==> src/adc_pkg.sv <==
package adc_pkg;
  localparam logic [7:0] OP_ADC_A_A = 8'h08;
  localparam logic [7:0] OP_ADC_A_B = 8'h09;
  localparam logic [7:0] OP_ADC_PAIR = 8'h0B;
  localparam logic [7:0] OP_ADC_ABS = 8'h0D;
  localparam logic [7:0] OP_ADC_IDX1 = 8'h0E;
  localparam logic [7:0] OP_ADC_IDX2 = 8'h0F;
  localparam logic [7:0] OP_PREFIX = 8'hCE;
  localparam logic [7:0] SUB_DISP1 = 8'h08;
  localparam logic [7:0] SUB_DISP2 = 8'h09;
  localparam logic [7:0] SUB_LOFS1 = 8'h0A;
  localparam logic [7:0] SUB_LOFS2 = 8'h0B;

  localparam logic [3:0] LEN_REG = 4'h2;
  localparam logic [3:0] LEN_IND = 4'h2;
  localparam logic [3:0] LEN_ABS = 4'h4;
  localparam logic [3:0] LEN_PFX = 4'h4;

  localparam logic [4:0] BCD_MAX = 5'h09;
  localparam logic [4:0] BCD_ADJ = 5'h06;
  localparam logic [7:0] PAGE_FLAT = 8'h00;
  localparam logic [15:0] ADDR_RST = 16'h0000;

  typedef enum logic [2:0] {
    ST_IDLE = 3'b000,
    ST_OP = 3'b001,
    ST_SUB = 3'b011,
    ST_ARG1 = 3'b010,
    ST_ARG2 = 3'b110,
    ST_CALC = 3'b111,
    ST_READ = 3'b101,
    ST_EXEC = 3'b100
  } adc_state_t;

  typedef enum logic [2:0] {
    K_NONE = 3'h0,
    K_REG = 3'h1,
    K_PAIR = 3'h2,
    K_IDX = 3'h3,
    K_ABS = 3'h4,
    K_DISP = 3'h5,
    K_LOFS = 3'h6
  } adc_kind_t;

  typedef struct packed {
    logic il_high;
    logic il_low;
    logic unpack;
    logic decimal;
    logic negative;
    logic overflow;
    logic carry;
    logic zero;
  } adc_flags_t;

  typedef struct packed {
    logic [7:0] acc;
    logic [7:0] data_b;
    logic [7:0] ptr_low;
    logic [7:0] ptr_high;
    logic [15:0] first_index_reg;
    logic [15:0] second_index_reg;
    logic [7:0] expand_page_data;
    logic [7:0] first_index_page;
    logic [7:0] second_index_page;
    adc_flags_t system_condition_flags;
  } adc_regs_t;
endpackage : adc_pkg

==> src/adc_acc_unit.sv <==
`timescale 1ns/1ps
// Notes on behaviour
// - Opcodes 08H and 09H add the accumulator or second data register plus carry to the accumulator in 2 cycles.
// - Both interrupt-level flags are left as they were while negative, overflow, carry and zero follow the result.
// - The decimal flag selects decimal addition, with unpack also set an unpacked-digit addition, both kept as is.
// - Opcode 0DH with low then high address byte adds the addressed byte plus carry in 4 cycles.
// - In banked models the absolute and pair-pointer forms take their page from the expand page register.
// - Opcode 0BH adds the byte addressed by the pair pointer plus carry in 2 cycles.
// - Opcodes 0EH and 0FH add the byte addressed by the first or second index register plus carry in 2 cycles.
// - In banked models index forms take the page of whichever index register is used.
// - Prefix CEH then 08H or 09H then a displacement adds the byte at index plus displacement in 4 cycles.
// - The displacement is sign-extended before it is added to the index register.
// - Prefix CEH then 0AH or 0BH adds the byte at index plus low pointer byte in 4 cycles.
// - The low pointer byte is sign-extended before it is added to the index register.
module adc_acc_unit (
  input wire logic clock,
  input wire logic rst,
  input wire logic start,
  input wire logic [15:0] pc_in,
  input wire logic banked,
  input wire adc_pkg::adc_regs_t regs_in,
  input wire logic [7:0] bus_rdata,
  output logic [15:0] bus_addr_ff,
  output logic [7:0] bus_page_ff,
  output logic bus_rd_ff,
  output logic bus_data_ff,
  output logic busy_ff,
  output logic done_ff,
  output logic wr_ff,
  output logic illegal_ff,
  output logic [7:0] res_acc_ff,
  output adc_pkg::adc_flags_t res_flags_ff,
  output logic [15:0] pc_ff,
  output logic [3:0] len_ff
);
  import adc_pkg::*;

  adc_state_t state_ff, nxt_state;
  adc_kind_t kind_ff, nxt_kind;
  adc_regs_t snap_ff;
  logic sel_y_ff, nxt_sel_y;
  logic [7:0] opnd_ff, nxt_opnd;
  logic [7:0] lo_ff, nxt_lo;
  logic [15:0] nxt_addr, nxt_pc;
  logic [7:0] nxt_page;
  logic nxt_rd, nxt_data, nxt_finish, nxt_illegal;
  logic [3:0] cnt_ff;

  // Decode of the byte on the bus in the current cycle
  wire accept = start && !busy_ff;
  wire op_reg = (bus_rdata == OP_ADC_A_A) || (bus_rdata == OP_ADC_A_B);
  wire op_idx = (bus_rdata == OP_ADC_IDX1) || (bus_rdata == OP_ADC_IDX2);
  wire sub_disp = (bus_rdata == SUB_DISP1) || (bus_rdata == SUB_DISP2);
  wire sub_lofs = (bus_rdata == SUB_LOFS1) || (bus_rdata == SUB_LOFS2);
  wire [15:0] idx_sel = sel_y_ff ? snap_ff.second_index_reg : snap_ff.first_index_reg;
  wire [7:0] idx_page_sel = sel_y_ff ? snap_ff.second_index_page : snap_ff.first_index_page;
  // Page registers only matter on banked models; flat models see page zero
  wire [7:0] ep_page = banked ? snap_ff.expand_page_data : PAGE_FLAT;
  wire [7:0] ix_page = banked ? idx_page_sel : PAGE_FLAT;
  wire [7:0] op_idx_page = banked ? (bus_rdata[0] ? snap_ff.second_index_page : snap_ff.first_index_page) : PAGE_FLAT;
  wire [15:0] op_idx_addr = bus_rdata[0] ? snap_ff.second_index_reg : snap_ff.first_index_reg;
  wire [15:0] disp_addr = idx_sel + {{8{bus_rdata[7]}}, bus_rdata};
  wire [15:0] lofs_addr = idx_sel + {{8{snap_ff.ptr_low[7]}}, snap_ff.ptr_low};
  wire [7:0] alu_b = (state_ff == ST_READ) ? bus_rdata : opnd_ff;

  // Adder for binary, packed decimal and unpacked digit modes
  logic [8:0] bsum;
  logic [4:0] dlo, dlo_adj, dhi, dhi_adj;
  logic lc, hc;
  logic [7:0] alu_r;
  logic alu_c, alu_v;
  always_comb begin
    bsum = {1'b0, snap_ff.acc} + {1'b0, alu_b} + {8'h00, snap_ff.system_condition_flags.carry};
    dlo = {1'b0, snap_ff.acc[3:0]} + {1'b0, alu_b[3:0]} + {4'h0, snap_ff.system_condition_flags.carry};
    lc = dlo > BCD_MAX;
    dlo_adj = lc ? dlo + BCD_ADJ : dlo;
    dhi = {1'b0, snap_ff.acc[7:4]} + {1'b0, alu_b[7:4]} + {4'h0, lc};
    hc = dhi > BCD_MAX;
    dhi_adj = hc ? dhi + BCD_ADJ : dhi;
    alu_r = bsum[7:0];
    alu_c = bsum[8];
    alu_v = (snap_ff.acc[7] == alu_b[7]) && (bsum[7] != snap_ff.acc[7]);
    if (snap_ff.system_condition_flags.decimal) begin
      alu_v = 1'b0;
      if (snap_ff.system_condition_flags.unpack) begin
        alu_r = {4'h0, dlo_adj[3:0]};
        alu_c = lc;
      end else begin
        alu_r = {dhi_adj[3:0], dlo_adj[3:0]};
        alu_c = hc;
      end
    end
  end

  // Sequencer: one bus cycle per clock, read data valid in the cycle it is addressed
  always_comb begin
    nxt_state = state_ff;
    nxt_kind = kind_ff;
    nxt_sel_y = sel_y_ff;
    nxt_opnd = opnd_ff;
    nxt_lo = lo_ff;
    nxt_addr = bus_addr_ff;
    nxt_page = bus_page_ff;
    nxt_pc = pc_ff;
    nxt_rd = 1'b0;
    nxt_data = 1'b0;
    nxt_finish = 1'b0;
    nxt_illegal = 1'b0;
    case (state_ff)
      ST_IDLE: begin
        if (accept) begin
          nxt_state = ST_OP;
          nxt_kind = K_NONE;
          nxt_addr = pc_in;
          nxt_page = PAGE_FLAT;
          nxt_pc = pc_in + 16'h0001;
          nxt_rd = 1'b1;
        end
      end
      ST_OP: begin
        nxt_sel_y = bus_rdata[0];
        if (op_reg) begin
          nxt_kind = K_REG;
          nxt_opnd = bus_rdata[0] ? snap_ff.data_b : snap_ff.acc;
          nxt_state = ST_EXEC;
        end else if (bus_rdata == OP_ADC_PAIR) begin
          // Pair pointer read with expand page
          nxt_kind = K_PAIR;
          nxt_addr = {snap_ff.ptr_high, snap_ff.ptr_low};
          nxt_page = ep_page;
          nxt_rd = 1'b1;
          nxt_data = 1'b1;
          nxt_state = ST_READ;
        end else if (op_idx) begin
          // Index read with its own page
          nxt_kind = K_IDX;
          nxt_addr = op_idx_addr;
          nxt_page = op_idx_page;
          nxt_rd = 1'b1;
          nxt_data = 1'b1;
          nxt_state = ST_READ;
        end else if (bus_rdata == OP_ADC_ABS || bus_rdata == OP_PREFIX) begin
          // Absolute and prefixed forms fetch another byte
          nxt_kind = (bus_rdata == OP_ADC_ABS) ? K_ABS : K_NONE;
          nxt_addr = pc_ff;
          nxt_pc = pc_ff + 16'h0001;
          nxt_rd = 1'b1;
          nxt_state = (bus_rdata == OP_ADC_ABS) ? ST_ARG1 : ST_SUB;
        end else begin
          nxt_illegal = 1'b1;
          nxt_finish = 1'b1;
        end
      end
      ST_SUB: begin
        nxt_sel_y = bus_rdata[0];
        if (sub_disp) begin
          nxt_kind = K_DISP;
          nxt_addr = pc_ff;
          nxt_pc = pc_ff + 16'h0001;
          nxt_rd = 1'b1;
          nxt_state = ST_ARG1;
        end else if (sub_lofs) begin
          // Spend one cycle forming the address
          nxt_kind = K_LOFS;
          nxt_state = ST_CALC;
        end else begin
          nxt_illegal = 1'b1;
          nxt_finish = 1'b1;
        end
      end
      ST_ARG1: begin
        nxt_rd = 1'b1;
        if (kind_ff == K_ABS) begin
          nxt_lo = bus_rdata;
          nxt_addr = pc_ff;
          nxt_pc = pc_ff + 16'h0001;
          nxt_state = ST_ARG2;
        end else begin
          // Displacement read on the index page
          nxt_addr = disp_addr;
          nxt_page = ix_page;
          nxt_data = 1'b1;
          nxt_state = ST_READ;
        end
      end
      ST_ARG2: begin
        // Absolute read on the expand page
        nxt_addr = {bus_rdata, lo_ff};
        nxt_page = ep_page;
        nxt_rd = 1'b1;
        nxt_data = 1'b1;
        nxt_state = ST_READ;
      end
      ST_CALC: begin
        // Register-offset read on the index page
        nxt_addr = lofs_addr;
        nxt_page = ix_page;
        nxt_rd = 1'b1;
        nxt_data = 1'b1;
        nxt_state = ST_READ;
      end
      ST_READ, ST_EXEC: begin
        nxt_finish = 1'b1;
      end
      default: begin
        nxt_state = ST_IDLE;
      end
    endcase
    if (nxt_finish) begin
      nxt_state = ST_IDLE;
    end
  end

  always_ff @(posedge clock or posedge rst) begin
    if (rst) begin
      state_ff <= ST_IDLE;
      kind_ff <= K_NONE;
      sel_y_ff <= 1'b0;
      opnd_ff <= 8'h00;
      lo_ff <= 8'h00;
      bus_addr_ff <= ADDR_RST;
      bus_page_ff <= PAGE_FLAT;
      bus_rd_ff <= 1'b0;
      bus_data_ff <= 1'b0;
      pc_ff <= ADDR_RST;
    end else begin
      state_ff <= nxt_state;
      kind_ff <= nxt_kind;
      sel_y_ff <= nxt_sel_y;
      opnd_ff <= nxt_opnd;
      lo_ff <= nxt_lo;
      bus_addr_ff <= nxt_addr;
      bus_page_ff <= nxt_page;
      bus_rd_ff <= nxt_rd;
      bus_data_ff <= nxt_data;
      pc_ff <= nxt_pc;
    end
  end

  // Register values are held from acceptance so the core may change its own copy meanwhile
  always_ff @(posedge clock or posedge rst) begin
    if (rst) begin
      snap_ff <= '0;
      busy_ff <= 1'b0;
      cnt_ff <= 4'h0;
    end else begin
      if (accept) begin
        snap_ff <= regs_in;
      end
      busy_ff <= accept || (busy_ff && !nxt_finish);
      cnt_ff <= accept ? 4'h0 : cnt_ff + 4'h1;
    end
  end

  always_ff @(posedge clock or posedge rst) begin
    if (rst) begin
      done_ff <= 1'b0;
      wr_ff <= 1'b0;
      illegal_ff <= 1'b0;
      res_acc_ff <= 8'h00;
      res_flags_ff <= '0;
      len_ff <= 4'h0;
    end else begin
      done_ff <= nxt_finish;
      wr_ff <= nxt_finish && !nxt_illegal;
      illegal_ff <= nxt_illegal;
      if (nxt_finish) begin
        len_ff <= cnt_ff + 4'h1;
      end
      if (nxt_finish && !nxt_illegal) begin
        res_acc_ff <= alu_r;
        // Interrupt levels and mode bits pass through untouched
        res_flags_ff <= {snap_ff.system_condition_flags.il_high, snap_ff.system_condition_flags.il_low,
                         snap_ff.system_condition_flags.unpack, snap_ff.system_condition_flags.decimal,
                         alu_r[7], alu_v, alu_c, alu_r == 8'h00};
      end
    end
  end
endmodule : adc_acc_unit

==> config.mk <==
export PLATFORM = sky130hd
export DESIGN_NAME = adc_acc_unit
export DESIGN_NICKNAME = d
export VERILOG_FILES = /design/src/adc_pkg.sv /design/src/adc_acc_unit.sv
export SDC_FILE = /design/constraint.sdc
export NUM_CORES = 1
export LEC_CHECK = 0
export ABC_AREA = 1
export CORE_MARGIN = 2
export CORE_UTILIZATION = 40
export DETAILED_ROUTE_END_ITERATION = 7
export DONT_BUFFER_PORTS = 1
export GPL_TIMING_DRIVEN = 0
export PLACE_DENSITY = 0.53
export SLEW_MARGIN = 40
export SYNTH_ARGS = -nofsm -noshare
export SYNTH_HDL_FRONTEND = slang
export SYNTH_SLANG_ARGS = --single-unit
==> constraint.sdc <==
create_clock -name clock -period 9.6 [get_ports clock]
set_input_delay 0.48 -clock clock [delete_from_list [all_inputs] [get_ports clock]]
set_output_delay 0.48 -clock clock [all_outputs]
set_load 0.01 [all_outputs]
==> impl_metrics.yaml <==
worst_setup_path:
  rrSetupSlack_ns: 4.38
  start_kind: "register"
  slowest_delay_ns: 0.48
  critPathKind: "reg -> reg"
  cp-end-kind: "register"
  cp_slowest_cell: "dfrtp_1"
  path_common_cell: "nand2_1"
  regToRegStartpoint: "state_ff[1]"
  required_ns: 9.99
  cp_max_fo: 10
  rr_worst_depth: 32
  critPathArrivalTime_ns: 5.61
  rr_endpoint: "res_flags_ff[0]"
layout:
  antenna_cells: 0
  fillCellCount: 3044
  final_nets: 1833
  mostFrequentLayoutCell: "nand2_1"
  multi_input_area_mm2: 0.00589
  drive_gt1_share_pct: 4.12
  syn_to_final_growth_pct: 9.91
  fin_area_mm2: 0.0126
  final_cell_mix: "nand2_1 (591), dfrtp_1 (185), inv_1 (175), o21ai_0 (152), nor2_1 (113)"
  seq_area_mm2: 0.00463
placed_design:
  port_buffers: 0
  hpwl_um: 31800
  placed_area_mm2: 0.0120
  place.gp.congestion: 0.919
hold_path:
  hold_path.startpoint: "regs_in[31]"
  hold_depth: 2
  hold_path_class: "in -> reg"
  hold_path_end: "snap_ff[31]"
clock_tree:
  tritoncts: "done"
  htree_levels: 4
  cts_root_buf: "clkbuf_16"
  cts_buffers: 17
  clock_sinks: 185
  cts_buffer_depth: 2
  post_cts_buffers: 0
  clk_pin_slew_ns: 0.08
  cts_resized: 0
  clk_latency_ns: 0.46
  cts_hold_buf: 1
yosys:
  ys_seq_area_share_pct: 40.5
  syn_inst: 1640
  syn_area_per_cell_um2: 6.97
  ys_ff_latch: 185
  ys.warnings.count: 0
  synth.distinct_cells: 47
  syn-cell-area_mm2: 0.0114
  syn_nets: 1811
outcome:
  status: "finished clean"
global_route:
  grt_overflow_total: 0
  antenna_found_initial: 0
  grt_pass1_vias: 10700
  grt_max_degree: 75
  grt_use_total_pct: 27.6
  grt_pass1_wl_um: 62800
floorplan:
  dieArea_mm2: 0.0300
  die_h_um: 173
  initial_core_util_pct: 40.9
  ioPinCount: 190
  die_x_um: 173
  core_mm2: 0.0279
  num_rows: 61
timing:
  tightest_slew_ns: 0.876
  timing_hold_violations_final: 0
  fin_crit_sh_pct: 54.4
  clock.fmax_mhz: 192
  period_minus_slack_ns: 5.22
  fin_skew_ns: 0.0131
  max_slew_margin_pct: 41.6
  fin_tns_setup_ns: 0
  slew_violations: 0
  rsz0062_at_grt: "no"
  setup_viol: 0
power:
  powerDensity_mw_per_mm2: 388
  leakage_uw: 0.00641
  ir_worst_vdd_uv: 156
drt:
  drt_iter0_drc: 896
  wirelength_um: 40600
  viasPerCell: 5.31
  drc: 0
  drtAntennaViolNets: 0
  drt-pass1-iter-count: 5
  wl_per_cell_um: 19.8
  vias: 10900
flow_run:
  max_cap_viol_count: 0
## where the power goes
group / internal, uW / total, uW / leakage (uW) / switching, uW
registers: 1130 / 1450 / 0.00229 / 313
logic: 854 / 2720 / 0.00384 / 1860
clock network: 368 / 722 / 0.000281 / 354
total: 2350 / 4880 / 0.00641 / 2530
## flip-flops by register name (all words and copies together), names as in the netlist, 3 cells and up
| name | cells |
|---|---|
| res_flags_ff | 7 |
| len_ff | 4 |
| res_acc_ff | 8 |
| cnt_ff | 4 |
| opnd_ff | 8 |
| state_ff | 3 |
| bus_addr_ff | 16 |
| pc_ff | 16 |
| lo_ff | 8 |
| bus_page_ff | 8 |
| snap_ff | 93 |
| kind_ff | 3 |
## metal layers
layer | vias up | wire (um) | GRT usage [%]
li1 | 5358 | - | -
met1 | 5129 | 17700 | 35.4
met2 | 327 | 18900 | 44.7
met3 | 77 | 2400 | 6.18
met4 | 0 | 1620 | 11.9
met5 | - | 0 | 0
## how the worst max path moves through the flow
| stage | endpoint | cells past startpoint | start |
|---|---|---|---|
| 2_1_floorplan | bus_addr_ff[0] | 1 | rst |
| 3_3_place_gp | snap_ff[65] | 1 | rst |
| 3_5_place_dp | res_flags_ff[0] | 31 | bus_rdata[0] |
| 4_1_cts | res_flags_ff[0] | 32 | state_ff[1] |
| 5_1_grt | res_flags_ff[0] | 34 | state_ff[1] |
| 6_report | res_flags_ff[0] | 32 | state_ff[1] |
## cell usage after synthesis, drive strengths merged
library cell | number | area, um^2
a211oi | 4 | 30.0
a21o | 6 | 45.0
a21oi | 66 | 330
a22o | 1 | 8.76
a22oi | 1 | 7.51
a311oi | 1 | 8.76
a31oi | 11 | 68.8
a41oi | 4 | 35.0
and2 | 1 | 6.26
and3 | 1 | 6.26
buf | 8 | 55.1
clkbuf | 45 | 169
clkinv | 3 | 11.3
dfrtp | 185 | 4630
fa | 5 | 100
ha | 42 | 526
inv | 181 | 679
nand2 | 593 | 2230
nand3 | 105 | 526
nand3b | 5 | 37.5
nand4 | 17 | 113
nor2 | 118 | 460
nor3 | 9 | 61.3
o2111ai | 8 | 70.1
o211a | 1 | 10.0
o211ai | 10 | 75.1
o21a | 1 | 7.51
o21ai | 174 | 882
o21bai | 3 | 22.5
o221ai | 2 | 17.5
o22ai | 7 | 43.8
o31ai | 2 | 15.0
or2 | 10 | 62.6
xnor2 | 3 | 26.3
xor2 | 7 | 61.3
## metrics by stage
| stage | cells | setup WS, ns | power, uW | hold slack (ns) | util (%) |
|---|---|---|---|---|---|
| final | 2052 | 4.38 | 4880 | 0.128 | 45.0 |
| after global routing | 2052 | 3.79 | 5370 | 0.112 | 45.0 |
| after CTS | 2052 | 4.33 | 4900 | 0.107 | 45.0 |
| after detailed placement | 2020 | 4.13 | 4150 | 0.345 | 42.9 |
| after global placement | 2018 | 1.58 | 4140 | 0.458 | 42.6 |
| after floorplan | 1640 | 4.09 | 3330 | 0.442 | - |
## critical path, delay by kind of cell, from the launching register on
family | cells | cell delay (ns)
simple gates | 18 | 1.60
fa+ha+maj | 5 | 1.57
buf+inv | 6 | 0.77
compound gates | 3 | 0.73
flops | 1 | 0.48
## cells by family (layout without fill, tap and decap cells)
group | after synthesis | after routing | synth area share (%)
simple gates | 859 | 859 | 30.6
compound gates | 302 | 302 | 14.7
buf+inv | 237 | 271 | 8.00
flops | 185 | 185 | 40.5
fa+ha+maj | 47 | 47 | 5.47
xor+xnor | 10 | 10 | 0.766
## layout make-up
class | count | area share [%]
Tap cell | 378 | 3.76
Buffer | 53 | 1.78
Inverter | 184 | 5.55
Clock buffer | 17 | 3.38
Sequential cell | 185 | 36.8
Timing Repair Buffer | 3 | 0.518
Clock inverter | 14 | 1.29
Multi-Input combinational cell | 1218 | 46.9
(Power assumes the default switching activity.)
